### src/core/mailbox_consts.svh
`ifndef MAILBOX_CONSTS_SVH
`define MAILBOX_CONSTS_SVH

// ****************************************************************
// geometry
// ****************************************************************
`define MB_DWIDTH       32
`define MB_DEPTH        16
`define MB_AWIDTH       4
`define MB_PTR_W        5
`define MB_MID_W        1
`define MB_MASTERS      2

// ****************************************************************
// register offsets within a memory-mapped side
// ****************************************************************
`define OFS_WRDATA      32'h00000000
`define OFS_RDDATA      32'h00000008
`define OFS_STATUS      32'h00000010
`define OFS_ERROR       32'h00000014
`define OFS_SPAN        32'h00000040

// ****************************************************************
// field positions and response codes
// ****************************************************************
`define STAT_EMPTY_BIT  0
`define STAT_FULL_BIT   1
`define ERR_EMPTY_BIT   0
`define ERR_FULL_BIT    1
`define RESP_OKAY       2'h0
`define RESP_SLVERR     2'h2
`define RESP_DECERR     2'h3
`define SSIZE_32        2'h0
`define BUS_WORD_LAST   1'h1

`endif

### src/core/mailbox_pkg.sv
`default_nettype none
`include "mailbox_consts.svh"

package mailbox_pkg;

	// interface option of one side
	typedef enum logic [2:0] {
		KIND_LB     = 3'h1,
		KIND_AXIL   = 3'h2,
		KIND_STREAM = 3'h4
	} iface_kind_t;

	// bus transaction phase of one side
	typedef enum logic [3:0] {
		BUS_IDLE = 4'h1,
		BUS_ACK  = 4'h2,
		BUS_DATA = 4'h4,
		BUS_RESP = 4'h8
	} bus_state_t;

	// register selected by an address
	typedef enum logic [2:0] {
		SEL_WRDATA, SEL_RDDATA, SEL_STATUS, SEL_ERROR, SEL_SPARE,
		SEL_UNMAPPED
	} reg_sel_t;

	typedef struct packed {
		logic                    last;
		logic [`MB_DWIDTH-1:0]   data;
	} word_t;

	typedef struct packed {
		logic [31:0]             addr;
		logic                    pa_valid;
		logic                    rnw;
		logic [`MB_MID_W-1:0]    master_id;
		logic [3:0]              be;
		logic [3:0]              size;
		logic [2:0]              xfer_type;
		logic [`MB_DWIDTH-1:0]   wdata;
	} lb_req_t;

	typedef struct packed {
		logic [31:0]             upper_addr;
		logic                    sa_valid;
		logic                    rd_prim;
		logic                    wr_prim;
		logic                    abort;
		logic                    bus_lock;
		logic [1:0]              msize;
		logic                    lock_err;
		logic                    wr_burst;
		logic                    rd_burst;
		logic                    wr_pend_req;
		logic                    rd_pend_req;
		logic [1:0]              wr_pend_pri;
		logic [1:0]              rd_pend_pri;
		logic [1:0]              req_pri;
		logic [15:0]             attribute;
	} lb_ignored_t;

	typedef struct packed {
		logic                    addr_ack;
		logic [1:0]              ssize;
		logic                    stall;
		logic                    rearbitrate;
		logic                    wr_dack;
		logic                    wr_comp;
		logic [`MB_DWIDTH-1:0]   rd_dbus;
		logic                    rd_dack;
		logic                    rd_comp;
		logic [`MB_MASTERS-1:0]  mbusy;
		logic [`MB_MASTERS-1:0]  mwr_err;
		logic [`MB_MASTERS-1:0]  mrd_err;
		logic                    wr_bterm;
		logic                    rd_bterm;
		logic [3:0]              unused_read_word_index;
		logic [`MB_MASTERS-1:0]  unused_master_irq_vector;
	} lb_rsp_t;

	typedef struct packed {
		logic [31:0]             awaddr;
		logic                    awvalid;
		logic [`MB_DWIDTH-1:0]   wdata;
		logic [3:0]              wstrb;
		logic                    wvalid;
		logic                    bready;
		logic [31:0]             araddr;
		logic                    arvalid;
		logic                    rready;
	} axil_req_t;

	typedef struct packed {
		logic                    awready;
		logic                    wready;
		logic [1:0]              bresp;
		logic                    bvalid;
		logic                    arready;
		logic [`MB_DWIDTH-1:0]   rdata;
		logic [1:0]              rresp;
		logic                    rvalid;
	} axil_rsp_t;

	typedef struct packed {
		logic [`MB_DWIDTH-1:0]   s_tdata;
		logic                    s_tlast;
		logic                    s_tvalid;
		logic                    m_tready;
	} axis_req_t;

	typedef struct packed {
		logic                    s_tready;
		logic [`MB_DWIDTH-1:0]   m_tdata;
		logic                    m_tlast;
		logic                    m_tvalid;
	} axis_rsp_t;

	// per-side bus state
	typedef struct packed {
		bus_state_t              phase;
		logic [31:0]             addr;
		logic [`MB_DWIDTH-1:0]   wdata;
		logic                    rnw;
		logic [`MB_MID_W-1:0]    mid;
		lb_rsp_t                 lb;
		axil_rsp_t               axi;
		logic                    s_tready;
		logic                    irq;
		logic [1:0]              err;
	} side_st_t;

	// per-direction fifo pointers and two-entry output buffer
	typedef struct packed {
		logic [`MB_PTR_W-1:0]    wptr;
		logic [`MB_PTR_W-1:0]    rptr;
		logic                    infl;
		logic [1:0]              bval;
		word_t [1:0]             bdat;
	} dir_st_t;

	typedef struct packed {
		side_st_t [1:0]          side;
		dir_st_t [1:0]           dir;
	} state_t;

	typedef struct packed {
		logic                    rdata_vld;
		word_t                   rdata;
	} store_st_t;

endpackage : mailbox_pkg

`default_nettype wire

### src/core/word_store.sv
`default_nettype none
`include "mailbox_consts.svh"

module word_store (
	// clock
	input  wire  logic                     CLOCK,
	// write port
	input  wire  logic                     WR_EN,
	input  wire  logic [`MB_AWIDTH-1:0]    WR_ADDR,
	input  wire  mailbox_pkg::word_t       WR_WORD,
	// read port
	input  wire  logic                     RD_EN,
	input  wire  logic [`MB_AWIDTH-1:0]    RD_ADDR,
	output var   mailbox_pkg::word_t       RD_WORD
);
	mailbox_pkg::word_t     mem [`MB_DEPTH];
	mailbox_pkg::word_t     rd_word_ff;
	mailbox_pkg::word_t     nxt_rd_word;

	// read data comes out of a register, one cycle after RD_EN
	always_comb begin
		nxt_rd_word = rd_word_ff;
		if (RD_EN) begin
			nxt_rd_word = mem[RD_ADDR];
		end
	end

	// storage array and read register
	always_ff @(posedge CLOCK) begin
		if (WR_EN) begin
			mem[WR_ADDR] <= WR_WORD;
		end
		rd_word_ff <= nxt_rd_word;
	end

	assign RD_WORD = rd_word_ff;

endmodule : word_store

`default_nettype wire

### src/core/dual_port_mailbox.sv
// Summary of operation
// - two sides, each option chosen at build time
// - same port set per side, index 0 or 1
// - local bus side reset active high
// - axi-lite side reset active low, synchronous
// - write response codes okay/slverr/decerr, reset zero
// - read response codes okay/slverr/decerr, reset zero
// - read address ready high after reset
// - other axi-lite handshakes low, read data zero
// - write strobes ignored, full word written
// - unused local bus inputs ignored
// - unused local bus outputs always zero
// - used local bus outputs zero after reset
// - stream option: input and output channels
// - stream outputs zero, input ready low, reset
// - word written one side read at other
// - per-side interrupt flags data available
`default_nettype none
`include "mailbox_consts.svh"

module dual_port_mailbox #(
	parameter mailbox_pkg::iface_kind_t SIDE0_KIND = mailbox_pkg::KIND_AXIL,
	parameter mailbox_pkg::iface_kind_t SIDE1_KIND = mailbox_pkg::KIND_STREAM
) (
	// clock and reset
	input  wire  logic                               CLOCK,
	input  wire  logic                               RESET_N,
	// local bus option
	input  wire  logic [1:0]                         LB_RESET,
	input  wire  mailbox_pkg::lb_req_t [1:0]         LB_REQ,
	input  wire  mailbox_pkg::lb_ignored_t [1:0]     LB_IGNORED,
	output var   mailbox_pkg::lb_rsp_t [1:0]         LB_RSP,
	// axi-lite option
	input  wire  logic [1:0]                         AXIL_RESET_N,
	input  wire  mailbox_pkg::axil_req_t [1:0]       AXIL_REQ,
	output var   mailbox_pkg::axil_rsp_t [1:0]       AXIL_RSP,
	// stream option
	input  wire  mailbox_pkg::axis_req_t [1:0]       AXIS_REQ,
	output var   mailbox_pkg::axis_rsp_t [1:0]       AXIS_RSP,
	// data available per side
	output var   logic [1:0]                         INTERRUPT
);
	// ****************************************************************
	// build-time options
	// ****************************************************************
	localparam mailbox_pkg::iface_kind_t KIND [2] = '{SIDE0_KIND, SIDE1_KIND};
	localparam logic [`MB_PTR_W-1:0] DEPTH_CNT = `MB_PTR_W'(`MB_DEPTH);

	// address decode shared by reads and writes on both sides
	function automatic mailbox_pkg::reg_sel_t decode(input logic [31:0] a);
		if (a >= `OFS_SPAN) begin
			return mailbox_pkg::SEL_UNMAPPED;
		end
		unique case (a)
			`OFS_WRDATA: return mailbox_pkg::SEL_WRDATA;
			`OFS_RDDATA: return mailbox_pkg::SEL_RDDATA;
			`OFS_STATUS: return mailbox_pkg::SEL_STATUS;
			`OFS_ERROR:  return mailbox_pkg::SEL_ERROR;
			default:     return mailbox_pkg::SEL_SPARE;
		endcase
	endfunction : decode

	// words waiting in the store of one direction
	function automatic logic [`MB_PTR_W-1:0] fill(
		input mailbox_pkg::dir_st_t d);
		return `MB_PTR_W'(d.wptr - d.rptr);
	endfunction : fill

	// reset value of one side
	function automatic mailbox_pkg::side_st_t init_side(input int s);
		mailbox_pkg::side_st_t v;
		v = '0;
		v.phase = mailbox_pkg::BUS_IDLE;
		v.axi.arready = (KIND[s] == mailbox_pkg::KIND_AXIL);
		return v;
	endfunction : init_side

	function automatic mailbox_pkg::state_t init_state();
		mailbox_pkg::state_t v;
		v = '0;
		v.side[0] = init_side(0);
		v.side[1] = init_side(1);
		return v;
	endfunction : init_state

	localparam mailbox_pkg::state_t RST_STATE = init_state();

	// ****************************************************************
	// state and store ports
	// ****************************************************************
	mailbox_pkg::state_t                  state_ff;
	mailbox_pkg::state_t                  nxt_state;
	logic [1:0]                           mem_wr;
	logic [1:0]                           mem_rd;
	logic [1:0][`MB_AWIDTH-1:0]           mem_waddr;
	logic [1:0][`MB_AWIDTH-1:0]           mem_raddr;
	mailbox_pkg::word_t [1:0]             mem_wword;
	mailbox_pkg::word_t [1:0]             mem_rword;
	logic [1:0]                           push;
	logic [1:0]                           pop;
	mailbox_pkg::word_t [1:0]             push_word;

	// one store per direction: side d writes, side 1-d reads
	for (genvar d = 0; d < 2; d++) begin : g_store
		word_store u_store (
			.CLOCK   (CLOCK),
			.WR_EN   (mem_wr[d]),
			.WR_ADDR (mem_waddr[d]),
			.WR_WORD (mem_wword[d]),
			.RD_EN   (mem_rd[d]),
			.RD_ADDR (mem_raddr[d]),
			.RD_WORD (mem_rword[d])
		);
	end

	// ****************************************************************
	// next-state logic
	// ****************************************************************
	always_comb begin
		logic                     wr_go;
		logic                     rd_go;
		logic                     side_rst;
		logic [31:0]              acc_addr;
		logic [`MB_DWIDTH-1:0]    acc_data;
		logic [`MB_DWIDTH-1:0]    rd_val;
		logic [1:0]               resp;
		logic [1:0]               err_set;
		logic [1:0]               err_clr;
		logic                     bad;
		mailbox_pkg::dir_st_t     dn;
		wr_go = 1'b0;
		rd_go = 1'b0;
		side_rst = 1'b0;
		acc_addr = '0;
		acc_data = '0;
		rd_val = '0;
		resp = `RESP_OKAY;
		err_set = '0;
		err_clr = '0;
		bad = 1'b0;
		dn = '0;
		nxt_state = state_ff;
		mem_wr = '0;
		mem_rd = '0;
		mem_waddr = '0;
		mem_raddr = '0;
		mem_wword = '0;
		push = '0;
		pop = '0;
		push_word = '0;
		for (int s = 0; s < 2; s++) begin
			wr_go = 1'b0;
			rd_go = 1'b0;
			acc_addr = '0;
			acc_data = '0;
			rd_val = '0;
			resp = `RESP_OKAY;
			err_set = '0;
			err_clr = '0;
			bad = 1'b0;
			side_rst = 1'b0;
			// access moment of each bus option
			unique case (KIND[s])
				mailbox_pkg::KIND_LB: begin
					side_rst = LB_RESET[s];
					wr_go = (state_ff.side[s].phase == mailbox_pkg::BUS_ACK)
						&& !state_ff.side[s].rnw;
					rd_go = (state_ff.side[s].phase == mailbox_pkg::BUS_ACK)
						&& state_ff.side[s].rnw;
					acc_addr = state_ff.side[s].addr;
					acc_data = state_ff.side[s].wdata;
				end
				mailbox_pkg::KIND_AXIL: begin
					side_rst = !AXIL_RESET_N[s];
					wr_go = state_ff.side[s].phase == mailbox_pkg::BUS_ACK;
					rd_go = (state_ff.side[s].phase == mailbox_pkg::BUS_IDLE)
						&& AXIL_REQ[s].arvalid;
					acc_addr = wr_go ? AXIL_REQ[s].awaddr : AXIL_REQ[s].araddr;
					acc_data = AXIL_REQ[s].wdata;
				end
				mailbox_pkg::KIND_STREAM: begin
					if (AXIS_REQ[s].s_tvalid && state_ff.side[s].s_tready) begin
						push[s] = 1'b1;
						push_word[s] = {AXIS_REQ[s].s_tlast, AXIS_REQ[s].s_tdata};
					end
					pop[1-s] = state_ff.dir[1-s].bval[0]
						&& AXIS_REQ[s].m_tready;
				end
			endcase
			// register access shared by both memory-mapped options
			if (wr_go) begin
				unique case (decode(acc_addr))
					mailbox_pkg::SEL_WRDATA: begin
						if (fill(state_ff.dir[s]) == DEPTH_CNT) begin
							resp = `RESP_SLVERR;
							err_set[`ERR_FULL_BIT] = 1'b1;
						end else begin
							push[s] = 1'b1;
							push_word[s] = {`BUS_WORD_LAST, acc_data};
						end
					end
					mailbox_pkg::SEL_UNMAPPED: resp = `RESP_DECERR;
					default: resp = `RESP_OKAY;
				endcase
			end
			if (rd_go) begin
				unique case (decode(acc_addr))
					mailbox_pkg::SEL_RDDATA: begin
						if (state_ff.dir[1-s].bval[0]) begin
							pop[1-s] = 1'b1;
							rd_val = state_ff.dir[1-s].bdat[0].data;
						end else begin
							resp = `RESP_SLVERR;
							err_set[`ERR_EMPTY_BIT] = 1'b1;
						end
					end
					mailbox_pkg::SEL_STATUS: begin
						rd_val[`STAT_EMPTY_BIT] = !state_ff.dir[1-s].bval[0];
						rd_val[`STAT_FULL_BIT] = fill(state_ff.dir[s]) == DEPTH_CNT;
					end
					mailbox_pkg::SEL_ERROR: begin
						rd_val = `MB_DWIDTH'(state_ff.side[s].err);
						err_clr = 2'h3;
					end
					mailbox_pkg::SEL_UNMAPPED: resp = `RESP_DECERR;
					default: rd_val = '0;
				endcase
			end
			bad = resp != `RESP_OKAY;
			// error flags: a new error wins over the clear by read
			nxt_state.side[s].err = (state_ff.side[s].err & ~err_clr) | err_set;
			// bus handshakes; unused local bus inputs never looked at
			unique case (KIND[s])
				mailbox_pkg::KIND_LB: begin
					unique case (state_ff.side[s].phase)
						mailbox_pkg::BUS_IDLE: begin
							if (LB_REQ[s].pa_valid) begin
								nxt_state.side[s].phase = mailbox_pkg::BUS_ACK;
								nxt_state.side[s].addr = LB_REQ[s].addr;
								nxt_state.side[s].rnw = LB_REQ[s].rnw;
								nxt_state.side[s].wdata = LB_REQ[s].wdata;
								nxt_state.side[s].mid = LB_REQ[s].master_id;
								nxt_state.side[s].lb.addr_ack = 1'b1;
								nxt_state.side[s].lb.mbusy[LB_REQ[s].master_id] = 1'b1;
							end
						end
						mailbox_pkg::BUS_ACK: begin
							nxt_state.side[s].phase = mailbox_pkg::BUS_DATA;
							nxt_state.side[s].lb.addr_ack = 1'b0;
							nxt_state.side[s].lb.wr_dack = wr_go;
							nxt_state.side[s].lb.wr_comp = wr_go;
							nxt_state.side[s].lb.rd_dack = rd_go;
							nxt_state.side[s].lb.rd_comp = rd_go;
							nxt_state.side[s].lb.rd_dbus = rd_val;
							nxt_state.side[s].lb.mwr_err[state_ff.side[s].mid] =
								wr_go && bad;
							nxt_state.side[s].lb.mrd_err[state_ff.side[s].mid] =
								rd_go && bad;
						end
						default: begin
							nxt_state.side[s].phase = mailbox_pkg::BUS_IDLE;
							nxt_state.side[s].lb = '0;
						end
					endcase
				end
				mailbox_pkg::KIND_AXIL: begin
					unique case (state_ff.side[s].phase)
						mailbox_pkg::BUS_IDLE: begin
							if (rd_go) begin
								nxt_state.side[s].phase = mailbox_pkg::BUS_RESP;
								nxt_state.side[s].axi.arready = 1'b0;
								nxt_state.side[s].axi.rvalid = 1'b1;
								nxt_state.side[s].axi.rdata = rd_val;
								nxt_state.side[s].axi.rresp = resp;
							end else if (AXIL_REQ[s].awvalid && AXIL_REQ[s].wvalid) begin
								nxt_state.side[s].phase = mailbox_pkg::BUS_ACK;
								nxt_state.side[s].axi.arready = 1'b0;
								nxt_state.side[s].axi.awready = 1'b1;
								nxt_state.side[s].axi.wready = 1'b1;
							end
						end
						mailbox_pkg::BUS_ACK: begin
							nxt_state.side[s].phase = mailbox_pkg::BUS_RESP;
							nxt_state.side[s].axi.awready = 1'b0;
							nxt_state.side[s].axi.wready = 1'b0;
							nxt_state.side[s].axi.bvalid = 1'b1;
							nxt_state.side[s].axi.bresp = resp;
						end
						default: begin
							if ((state_ff.side[s].axi.rvalid && AXIL_REQ[s].rready)
								|| (state_ff.side[s].axi.bvalid
								&& AXIL_REQ[s].bready)) begin
								nxt_state.side[s].phase = mailbox_pkg::BUS_IDLE;
								nxt_state.side[s].axi = RST_STATE.side[s].axi;
							end
						end
					endcase
				end
				default: begin
					nxt_state.side[s].phase = mailbox_pkg::BUS_IDLE;
				end
			endcase
			if (side_rst) begin
				nxt_state.side[s] = init_side(s);
			end
		end
		// store pointers and two-entry output buffer per direction
		for (int d = 0; d < 2; d++) begin
			dn = state_ff.dir[d];
			if (pop[d]) begin
				dn.bdat[0] = dn.bdat[1];
				dn.bval = {1'b0, dn.bval[1]};
			end
			if (state_ff.dir[d].infl) begin
				if (!dn.bval[0]) begin
					dn.bdat[0] = mem_rword[d];
					dn.bval[0] = 1'b1;
				end else begin
					dn.bdat[1] = mem_rword[d];
					dn.bval[1] = 1'b1;
				end
			end
			// fetch only while a buffer slot is sure to be free
			dn.infl = (fill(state_ff.dir[d]) != '0) && !dn.bval[1];
			mem_rd[d] = dn.infl;
			mem_raddr[d] = state_ff.dir[d].rptr[`MB_AWIDTH-1:0];
			if (dn.infl) begin
				dn.rptr = `MB_PTR_W'(state_ff.dir[d].rptr + 1'b1);
			end
			mem_wr[d] = push[d];
			mem_waddr[d] = state_ff.dir[d].wptr[`MB_AWIDTH-1:0];
			mem_wword[d] = push_word[d];
			if (push[d]) begin
				dn.wptr = `MB_PTR_W'(state_ff.dir[d].wptr + 1'b1);
			end
			nxt_state.dir[d] = dn;
		end
		// stream ready follows the updated fill level, interrupts the updated output buffer
		for (int s = 0; s < 2; s++) begin
			nxt_state.side[s].s_tready = (KIND[s] == mailbox_pkg::KIND_STREAM)
				&& (fill(nxt_state.dir[s]) != DEPTH_CNT);
			nxt_state.side[s].irq = nxt_state.dir[1-s].bval[0];
		end
	end

	// state register
	always_ff @(posedge CLOCK or negedge RESET_N) begin
		if (!RESET_N) begin
			state_ff <= RST_STATE;
		end else begin
			state_ff <= nxt_state;
		end
	end

	// ****************************************************************
	// outputs
	// ****************************************************************
	for (genvar s = 0; s < 2; s++) begin : g_out
		localparam logic IS_STREAM = KIND[s] == mailbox_pkg::KIND_STREAM;
		assign LB_RSP[s] = state_ff.side[s].lb;
		assign AXIL_RSP[s] = state_ff.side[s].axi;
		assign AXIS_RSP[s].s_tready = state_ff.side[s].s_tready;
		assign AXIS_RSP[s].m_tvalid = IS_STREAM
			&& state_ff.dir[1-s].bval[0];
		assign AXIS_RSP[s].m_tdata = IS_STREAM
			? state_ff.dir[1-s].bdat[0].data : '0;
		assign AXIS_RSP[s].m_tlast = IS_STREAM
			&& state_ff.dir[1-s].bdat[0].last;
		assign INTERRUPT[s] = state_ff.side[s].irq;
	end

endmodule : dual_port_mailbox

`default_nettype wire

### config.mk
export PLATFORM = sky130hd
export DESIGN_NAME = dual_port_mailbox
export DESIGN_NICKNAME = d
export VERILOG_FILES = /design/src/core/mailbox_pkg.sv /design/src/core/word_store.sv /design/src/core/dual_port_mailbox.sv
export VERILOG_INCLUDE_DIRS = /design/src /design/src/core
export SDC_FILE = /design/constraint.sdc
export NUM_CORES = 1
export LEC_CHECK = 0
export BUFFER_PORTS_ARGS = -buffer_cell sky130_fd_sc_hd__buf_2
export CAP_MARGIN = 20
export CELL_PAD_IN_SITES_DETAIL_PLACEMENT = 2
export CELL_PAD_IN_SITES_GLOBAL_PLACEMENT = 2
export CORE_UTILIZATION = 47
export CTS_BUF_LIST = sky130_fd_sc_hd__clkbuf_4 sky130_fd_sc_hd__clkbuf_8
export CTS_CLUSTER_DIAMETER = 30
export DETAILED_ROUTE_END_ITERATION = 6
export PLACE_DENSITY = 0.88
export SYNTH_ARGS = -nofsm -noshare
export SYNTH_HDL_FRONTEND = slang
export SYNTH_SLANG_ARGS = --single-unit
### constraint.sdc
create_clock -name CLOCK -period 11.3 [get_ports CLOCK]
set_input_delay 2.825 -clock CLOCK [delete_from_list [all_inputs] [get_ports CLOCK]]
set_output_delay 2.825 -clock CLOCK [all_outputs]
set_load 0.01 [all_outputs]
* Word-level counts from Yosys, hierarchy flattened
Memory sizes are Yosys's and may differ from the RTL's. A register that Yosys moved wholly into a read port is not among the register bits.
Cells that the tools add are included.
Widths: inputs -> output; s select.
** Storage, ports and cells
- Flip-flop bits (word level) :: 208
- Latch bits :: 0
- Bits in writable memories :: 1056
- ROM bits :: 0
- Input bits :: 574
- Output and inout port bits :: 264
- Memories :: 2
** Memories
- g_store[0].u_store.mem :: depth 16, bits a word 33, rd ports 1, clocked after Yosys merged registers in 1, wr ports 1, RTL line word_store.sv:16 : mailbox_pkg::word_t mem [`MB_DEPTH];
- g_store[1].u_store.mem :: depth 16, bits a word 33, rd ports 1, clocked after Yosys merged registers in 1, wr ports 1, RTL line word_store.sv:16
** Operators by class
- $add $sub $neg :: 7
- Multipliers :: 0
- Div/mod/pow operators :: 0
- Order comparisons :: 1
- Equal/unequal tests :: 21
- Shifts and indexed selects :: 0
- Mux-type cells :: 70
- Bitwise gates (word level) :: 3
- Reduce and logical (&&, ||, !) cells :: 23
** Operators by type and width (number)
- $mux 33 :: 10
- $mux 170 :: 1
- $mux 68 :: 2
- $pmux 36 s2 :: 1
- $eq 32x5->1 const B :: 2
- $mux 32 :: 2
- $mux 41 :: 1
- $mux 35 :: 1
- $eq 32x4->1 const B :: 1
- $ge 32x7->1 const B :: 1
- $logic_not 32->1 :: 1
- $mux 30 :: 1
- $mux 1 :: 24
- $add 5x1->5 const B :: 4
- $mux 2 :: 10
- $mux 3 :: 5
- $sub 5x5->5 :: 3
- $mux 4 :: 3
- $pmux 2 s2 :: 3
- $pmux 3 s4 :: 1
- $mux 5 :: 2
- $reduce_bool 5->1 :: 2
- $reduce_and 3->1 :: 3
- $logic_and 1x1->1 :: 8
- other kinds (23) :: 33

* Depth between registers and ports, before layout
Gate-level depths: netlist of run 1.
- Depth after elaboration :: 18
- Mapped depth :: 17
- Depth with buffers taken out :: 15

* Hierarchy
From an unflattened synthesis of run 1, not the netlist that was laid out.
** Unflattened totals
- Cell total of the unflattened synthesis :: 2828
- Area, all modules :: 53421.2 um2
** By module, submodules not included
- word_store at g_store[1].u_store :: times used 1, cells each 864, area an instance 20961.4 um2, seq. area each 16846.2 um2
- word_store at g_store[0].u_store :: times used 1, cells each 864, area an instance 20960.1 um2, seq. area each 16846.2 um2
- dual_port_mailbox :: times used 1, cells each 1100, area an instance 11499.8 um2, seq. area each 5057.4 um2

* Least setup slack after synthesis of run 1
No wires, ideal clock.
- Kind :: input to register
- From :: input AXIL_REQ[22] (netlist name)
- To :: memory g_store[0].u_store.mem[0][0] (netlist name) (enable)
- Library setup time :: 464 ps
- Arrival :: 6933 ps
- Data required time :: 10836 ps
- Setup slack :: 3903 ps
- Stages on the path :: 8
- Buffers on the path :: 1
- Cell sequence :: or4_1 -> nor4_4 -> o21ai_2 -> nor4_2 -> and2_1 -> buf_4 -> nand2_1 -> nor3_1
** Between the ends
- Cells in the longest elaborated chain, start to end :: 11
- Elaborated cells on any way between the ends :: 16
- Those cells by class :: order compare (1); eq/ne (3); mux (10); reduce/logical (2)
** Ends and longest elaborated chain
- start, declared :: RTL line dual_port_mailbox.sv:35 : input wire mailbox_pkg::axil_req_t [1:0] AXIL_REQ,
- $mux 32 * :: RTL line dual_port_mailbox.sv:178 : acc_addr = wr_go ? AXIL_REQ[s].awaddr : AXIL_REQ[s].araddr;
- $ge 32x7->1 (no line)
- $mux 1 :: RTL line dual_port_mailbox.sv:51 : if (a >= `OFS_SPAN) begin
- $mux 1 :: RTL line dual_port_mailbox.sv:191 : if (wr_go) begin
- $mux 3 * :: RTL line dual_port_mailbox.sv:54 : unique case (a)
- $mux 3 * :: RTL line dual_port_mailbox.sv:191
- $logic_not 3->1 * :: RTL line dual_port_mailbox.sv:192 : unique case (decode(acc_addr))
- $mux 1 * :: RTL line dual_port_mailbox.sv:192
- $mux 1 * :: RTL line dual_port_mailbox.sv:191
- net g_store[0].u_store.WR_EN :: RTL line word_store.sv:8 : input wire logic WR_EN,
- $mux 1 * :: RTL line word_store.sv:30 : if (WR_EN) begin
- $mux 1 (not written as such) * :: RTL line word_store.sv:31 : mem[WR_ADDR] <= WR_WORD;
- end, declared :: RTL line word_store.sv:16
Mark *: on every way through the listed nets, which the timed path passes. The rest lies on a longest branch. The select of a mux whose other input is x is not followed.

==> flow_metrics.tcl, run 1 <==
set metrics [dict create \
    status "finished clean" \
    synth.ff_latch_count 1307 \
    final-hold-violation-count 0 \
    rsz0062_at_grt "no" \
    period_minus_slack_ns 7.58 \
    io_buffers 215 \
    p_total_uw 14300 \
    relSlewSlack 0.239 \
    post_drt_wl_per_cell_um 42.3 \
    holdBufCountCts 0 \
    async_flop_share 0.155 \
    clock-sinks 1307 \
    postPlaceCellArea_sq_um 54400 \
    die_x_um 337 \
    cts_resized 0 \
    cp-end-kind "register" \
    gp_congestion 0.758 \
    grt-ovfl-total 0 \
    fillCellCount 9425 \
    grt_use_met1 0.427 \
    totalWireLength_um 202000 \
    grt_usage 0.356 \
    dpl.hpwl_um 103000 \
    synth-edff-count 1105 \
    final_antenna_net_count 0 \
    met3_usage 0.0713 \
    required_ns 12.07 \
    cp.buffers_inverters 3 \
    rr_worst_depth 16 \
    postLayoutCellArea_sq_um 60900 \
    register_area_sq_um 38300 \
    grt_pass1_vias 32582 \
    yosys_warnings 0 \
    grt_pass1_wl_um 276000 \
    syn_area_sq_um 52600 \
    r2r_end "AXIS_RSP[69]$_DFF_PN0_" \
    htree_levels 5 \
    slowest_delay_ns 0.60 \
    hold_class "register to register" \
    peakVddDrop_uv 185 \
    rr_startpoint "state_ff[324]$_DFFE_PN1P_" \
    busiest_layer "met2" \
    pwr_density_cell_nw_per_um2 234 \
    path_max_fanout 38 \
    r2r_slack_ns 4.97 \
    setup-tns-final_ns 0 \
    nets 3649 \
    grt_antenna_before_repair 16 \
    drv_cap 0 \
    core_area_sq_um 111000 \
    start_util 0.475 \
    min_from "AXIL_RSP[35]$_DFFE_PN1P_" \
    area_growth_syn_to_layout_pct 15.7 \
    cts_tree "done" \
    ios 838 \
    layout-drive-gt1-share 0.366 \
    synth_cells 2683 \
    critical_path.top_delay_family "simple AND/OR/NAND/NOR gates" \
    finalSetupViolCount 0 \
    power_leakage_uw 0.0237 \
    drt_iter0_markers 3825 \
    drv_slew 0 \
    min_path_cells 2 \
    via_per_inst 6.37 \
    cts_made_buffers 296 \
    die_y_um 337 \
    fmax_mhz 132 \
    ys_seq_area_frac 0.727 \
    grtUsageMet2 0.605 \
    cts.root.buffer_cell "clkbuf_8" \
    crit_chain "buf_2 -> nor4_1 -> nand4_1 -> nor4_4 -> o2111ai_4 -> buf_4 -> a21oi_2 -> nor2_1 -> a21oi_4 -> buf_4 -> nand4_1 -> xnor2_1 -> ha_1 -> nor3_1 -> nor2_1 -> mux2i_1 -> nand4b_1" \
    die_area_sq_um 113000 \
    min_to "AXIL_RSP[35]$_DFFE_PN1P_" \
    fin_ws_ns 3.72 \
    crit_arrival_ns 8.35 \
    synthFlopType "edfxtp_1" \
    rows 122 \
    insertion_delay_ns 0.99 \
    multi_input_area_sq_um 12700 \
    dr.pass1.iters 5 \
    slowest_stage "nor4_4" \
    startpoint_type "primary input" \
    grt_max_degree 79 \
    route.detailed.drc 0 \
    cts_setup_buffers 0 \
    avgSynthCellArea_sq_um 19.6 \
    worst_slew_pin_slew_ns 1.14 \
    final_core_util 0.549 \
    vias 30376 \
    clkTransAtPathRegs_ns 0.07 \
    post-place-ws_ns 3.10 \
    synth.distinct_cells 59 \
    skew_ns 0.137 \
    cts_buffer_depth 4 \
    critPathKind "primary input to register" \
    fin_crit_sh 0.671 \
]
## worst max path at each step
stage | start | to | slack, ns | cells past startpoint
after global placement | AXIL_REQ[19] | g_store[0].u_store.mem[0][5]$_DFFE_PP_ | 3.54 | 11
final | AXIL_REQ[19] | AXIS_RSP[69]$_DFF_PN0_ | 3.72 | 17
after floorplan | AXIL_REQ[22] | g_store[0].u_store.mem[0][0]$_DFFE_PP_ | 3.90 | 8
after CTS | AXIL_REQ[19] | g_store[0].u_store.mem[0][8]$_DFFE_PP_ | 3.84 | 11
after global routing | AXIL_REQ[19] | g_store[0].u_store.mem[0][16]$_DFFE_PP_ | 3.63 | 11
after detailed placement | AXIL_REQ[19] | g_store[0].u_store.mem[0][4]$_DFFE_PP_ | 3.10 | 11
## power breakdown
group / leakage [uW] / internal (uW) / switching (uW)
Combinational: 0.00625 / 655 / 1290
Sequential: 0.0141 / 5700 / 415
Clock: 0.00329 / 3550 / 2650
Total: 0.0237 / 9910 / 4350
## sequential cells by signal, summed over array words and instances, names as in the netlist
register	count
g_store.u_store.mem	1040
state_ff	111
g_store.u_store.RD_WORD	65
AXIL_RSP	40
AXIS_RSP	35
mem_raddr	8
mem_waddr	8
## logic make-up after synthesis
| family | Yosys count | share of synthesized area |
|---|---|---|
| AOI/OAI and AO/OA | 150 | 0.0183 |
| xor gates and xnor gates | 23 | 0.00409 |
| adders and majority gates | 21 | 0.00499 |
| buffers and inverters | 412 | 0.0487 |
| DFF | 1307 | 0.727 |
| muxes | 463 | 0.167 |
| other | 1 | 0.0000713 |
| and+or+nand+nor | 306 | 0.0301 |
## through the flow
stage,hold slack [ns],std cells
after CTS,0.495,4757
after global routing,0.516,4763
after detailed placement,0.478,4240
after floorplan,0.447,2868
final,0.498,4765
after global placement,0.457,4240
## placed cells by master, fill, tap and decap left out, drive strengths merged, types with 3 or more instances in the layout
cell type / n
a21o: 4
a21oi: 15
a22o: 30
a31oi: 3
and2: 16
and3: 69
buf: 275
bufinv: 37
clkbuf: 356
clkinv: 98
clkinvlp: 20
conb: 186
dfrtp: 200
diode: 4
edfxtp: 1105
ha: 21
inv: 31
mux2: 69
mux2i: 69
mux4: 325
nand2: 118
nand2b: 4
nand3: 14
nand4: 11
nor2: 32
nor2b: 6
nor3: 9
nor3b: 4
nor4: 13
o21a: 3
o21ai: 84
or4: 3
xnor2: 15
xor2: 7
## synth_stat cells, types with 2 or more instances
master    number  area share
o21ai_0       83      0.0079
o21a_1         3     0.00043
mux4_2       325        0.14
nand4_1       11      0.0013
a21oi_2        3     0.00050
a31oi_1        3     0.00036
nand3_1       14      0.0013
nor2b_1        6     0.00071
nand2_1      117      0.0083
a21o_1         4     0.00057
or3_1          2     0.00024
clkbuf_1      77      0.0055
and2_1        15      0.0018
mux2i_1       69       0.013
mux2_2        69       0.015
dfrtp_1      200       0.095
inv_2          2     0.00014
nand2b_1       4     0.00048
a22o_1        30      0.0050
buf_4        267       0.038
nor4_1        10      0.0012
nor2_1        31      0.0022
buf_2          9     0.00086
xnor2_1       15      0.0025
nor3_1         9     0.00086
xor2_1         7      0.0012
nor3b_1        3     0.00043
or2_2          2     0.00024
edfxtp_1    1105        0.63
nor4_4         2     0.00081
a21oi_1       12      0.0011
and3_1        69      0.0082
buf_1         34      0.0024
dfstp_2        2      0.0010
ha_1          21      0.0050
inv_1         23      0.0016
or4_1          3     0.00043
## metal layers
| metal | wire, um | part of all wire |
|---|---|---|
| met5 | 70 | 0.00035 |
| met3 | 16800 | 0.083 |
| met4 | 12600 | 0.063 |
| met1 | 70000 | 0.35 |
| met2 | 102000 | 0.51 |
## layout make-up
type                            instances  share of cell area
Sequential cell                      1307               0.628
Timing Repair Buffer                  275              0.0264
Inverter                               25             0.00158
Tap cell                             1488              0.0306
Multi-Input combinational cell       1149               0.208
Clock buffer                          356              0.0750
Antenna cell                            4            0.000164
Clock inverter                        161              0.0299
## tightest hold or removal path, delay by kind of cell (launching register included)
| kind | cells | cell delay (ns) |
|---|---|---|
| flip-flops | 1 | 0.36 |
| buffers and inverters | 1 | 0.04 |
| AO/OA/AOI/OAI | 1 | 0.08 |
(Power assumes the default switching activity.)
==> inputs of run 2 (changes only) <==
Settings changed: CORE_UTILIZATION 47 to 40, PLACE_DENSITY 0.88 to 0.8.
Clock period 11.3 ns to 6.7 ns, I/O delays scaled along.
==> run 2 against run 1 <==
Utilization fell by 7.4 points. Worst setup slack worse by 2.3 ns. Count of clock-buffer cells in the layout increased by 15. Routed wire length fell by 11%. Cell count is 6.0% higher. Die area grew 17%. Sequential share of layout area decreased by 0.93 points. Clock power rose by 73%. Critical path type unchanged. Largest power group unchanged. Highest routed layer unchanged.
==> flow_metrics.tcl, run 2 (synthesis results as in run 1) <==
set metrics [dict create \
    fin_crit_sh 0.781 \
    drv_cap 0 \
    rsz0062_at_grt "no" \
    start_util 0.405 \
    crit_arrival_ns 5.99 \
    r2r_end "AXIS_RSP[69]$_DFF_PN0_" \
    grt_pass1_wl_um 252000 \
    finalSetupViolCount 0 \
    crit_top_cell "nor2_1" \
    setup-tns-final_ns 0 \
    core_area_sq_um 130000 \
    htree_levels 5 \
    rr_worst_depth 16 \
    largest-register "g_store.u_store.mem" \
    nets 3675 \
    skew_ns 0.123 \
    dr.pass1.iters 5 \
    slowest_stage "nor4_4" \
    min_to "AXIL_RSP[38]$_DFFE_PN0P_" \
    min_from "AXIL_RSP[38]$_DFFE_PN0P_" \
    post_drt_wl_per_cell_um 35.7 \
    pwr_density_cell_nw_per_um2 389 \
    layout-drive-gt1-share 0.377 \
    drt_iter0_markers 2868 \
    path_max_fanout 11 \
    clock-sinks 1307 \
    power_leakage_uw 0.0239 \
    io_buffers 215 \
    required_ns 7.46 \
    cts.root.buffer_cell "clkbuf_8" \
    largest_reg_flops 1040 \
    slowest_delay_ns 0.64 \
    die_y_um 365 \
    die_x_um 365 \
    final_antenna_net_count 0 \
    cts_made_buffers 305 \
    totalWireLength_um 180000 \
    rows 132 \
    grt_pass1_vias 32005 \
    crit_chain "buf_2 -> nor4_1 -> nand4_1 -> nor4_4 -> o211ai_1 -> a21oi_2 -> nor2_1 -> a21oi_4 -> nor2_1 -> a21oi_1 -> ha_1 -> a21o_1 -> nor3_1 -> nor2_1 -> mux2i_1 -> nand4b_1" \
    die_area_sq_um 133000 \
    startpoint_type "primary input" \
    cts_resized 0 \
    gp_congestion 0.752 \
    worst_slew_pin_slew_ns 1.11 \
    cp-end-kind "register" \
    fin_hold_ws_ns 0.487 \
    route.detailed.drc 0 \
    rr_startpoint "state_ff[324]$_DFFE_PN1P_" \
    fmax_mhz 191 \
    min_path_cells 2 \
    hold_class "register to register" \
    insertion_delay_ns 0.99 \
    cts_tree "done" \
    layout.cells.most_common "edfxtp_1" \
    relSlewSlack 0.258 \
    grt-ovfl-total 0 \
    via_per_inst 5.70 \
    drv_slew 0 \
    cts_buffer_depth 4 \
    grt_max_degree 118 \
    final_cell_mix "edfxtp_1, mux4_2, clkbuf_8, buf_2, dfrtp_1" \
    dpl.hpwl_um 96300 \
    vias 28784 \
    ios 838 \
    grt_antenna_before_repair 16 \
    clkTransAtPathRegs_ns 0.07 \
    peakVddDrop_uv 269 \
    cts_setup_buffers 0 \
    final-hold-violation-count 0 \
    period_minus_slack_ns 5.23 \
    area_growth_syn_to_layout_pct 17.5 \
    holdBufCountCts 0 \
    status "finished clean" \
    r2r_slack_ns 1.79 \
    grt_usage 0.271 \
    critPathKind "primary input to register" \
]
run 2: cell types whose count changed in the layout (fill, tap and decap cells not counted), moves of 4 or more:
cell / delta
clkbuf_8: +20
buf_4: +13
clkinv_2: -13
and2_1: -12
and2_2: +12
bufinv_16: +7
clkinv_4: +7
clkbuf_4: -5
buf_12: +4
clkinvlp_4: +4
run 2: final cells by class:
class	count	area, sq um
multi-input cells	1149	12700
fillers	11668	68200
repair buffers	292	1790
diodes	3	7.51
clock buffers	371	4810
clock inverters	160	1990
inverters	25	93.8
well taps	1742	2180
flip-flops and latches	1307	38300
run 2: per-stage QoR:
stage	cell area (sq um)	total power, uW	cells	worst slack (ns)	utilization
after detailed placement	54900	13300	4512	0.902	0.422
after global routing	61800	24700	5048	1.34	0.475
after floorplan	53300	12200	2868	0.453	-
after global placement	54900	12900	4512	1.09	0.422
final	61800	24000	5049	1.47	0.475
after CTS	61700	24200	5043	1.55	0.475
run 2: power by group:
group / total [uW] / internal [uW] / switching (uW)
Combinational: 3170 / 1100 / 2080
Sequential: 10200 / 9610 / 538
Clock: 10700 / 6470 / 4220
Total: 24000 / 17200 / 6830
run 2: layer usage:
metal / up-vias / global-route usage / wire [um]
met2: 1523 / 0.481 / 95300
met5: - / 0 / 104
met1: 15716 / 0.324 / 66500
li1: 11125 / - / -
met4: 14 / 0.119 / 7160
met3: 406 / 0.0468 / 11200
run 2: worst max-delay path by stage:
stage | from | to | slack [ns] | cells past startpoint
global placement | AXIL_REQ[81] | AXIS_RSP[69]$_DFF_PN0_ | 1.09 | 15
global route | AXIL_REQ[89] | AXIS_RSP[69]$_DFF_PN0_ | 1.34 | 15
CTS | AXIL_REQ[18] | AXIS_RSP[69]$_DFF_PN0_ | 1.55 | 15
floorplan | AXIL_REQ[22] | g_store[0].u_store.mem[0][0]$_DFFE_PP_ | 0.45 | 8
detailed placement | AXIL_REQ[89] | AXIS_RSP[69]$_DFF_PN0_ | 0.90 | 15
finish | AXIL_REQ[89] | AXIS_RSP[69]$_DFF_PN0_ | 1.47 | 16
run 2: worst max-delay path: cells and delay by family:
family | cells | cell delay, ns
simple gates | 8 | 2.16
compound gates | 5 | 1.54
buf+inv | 1 | 0.10
fa+ha+maj | 1 | 0.33
mux | 1 | 0.16
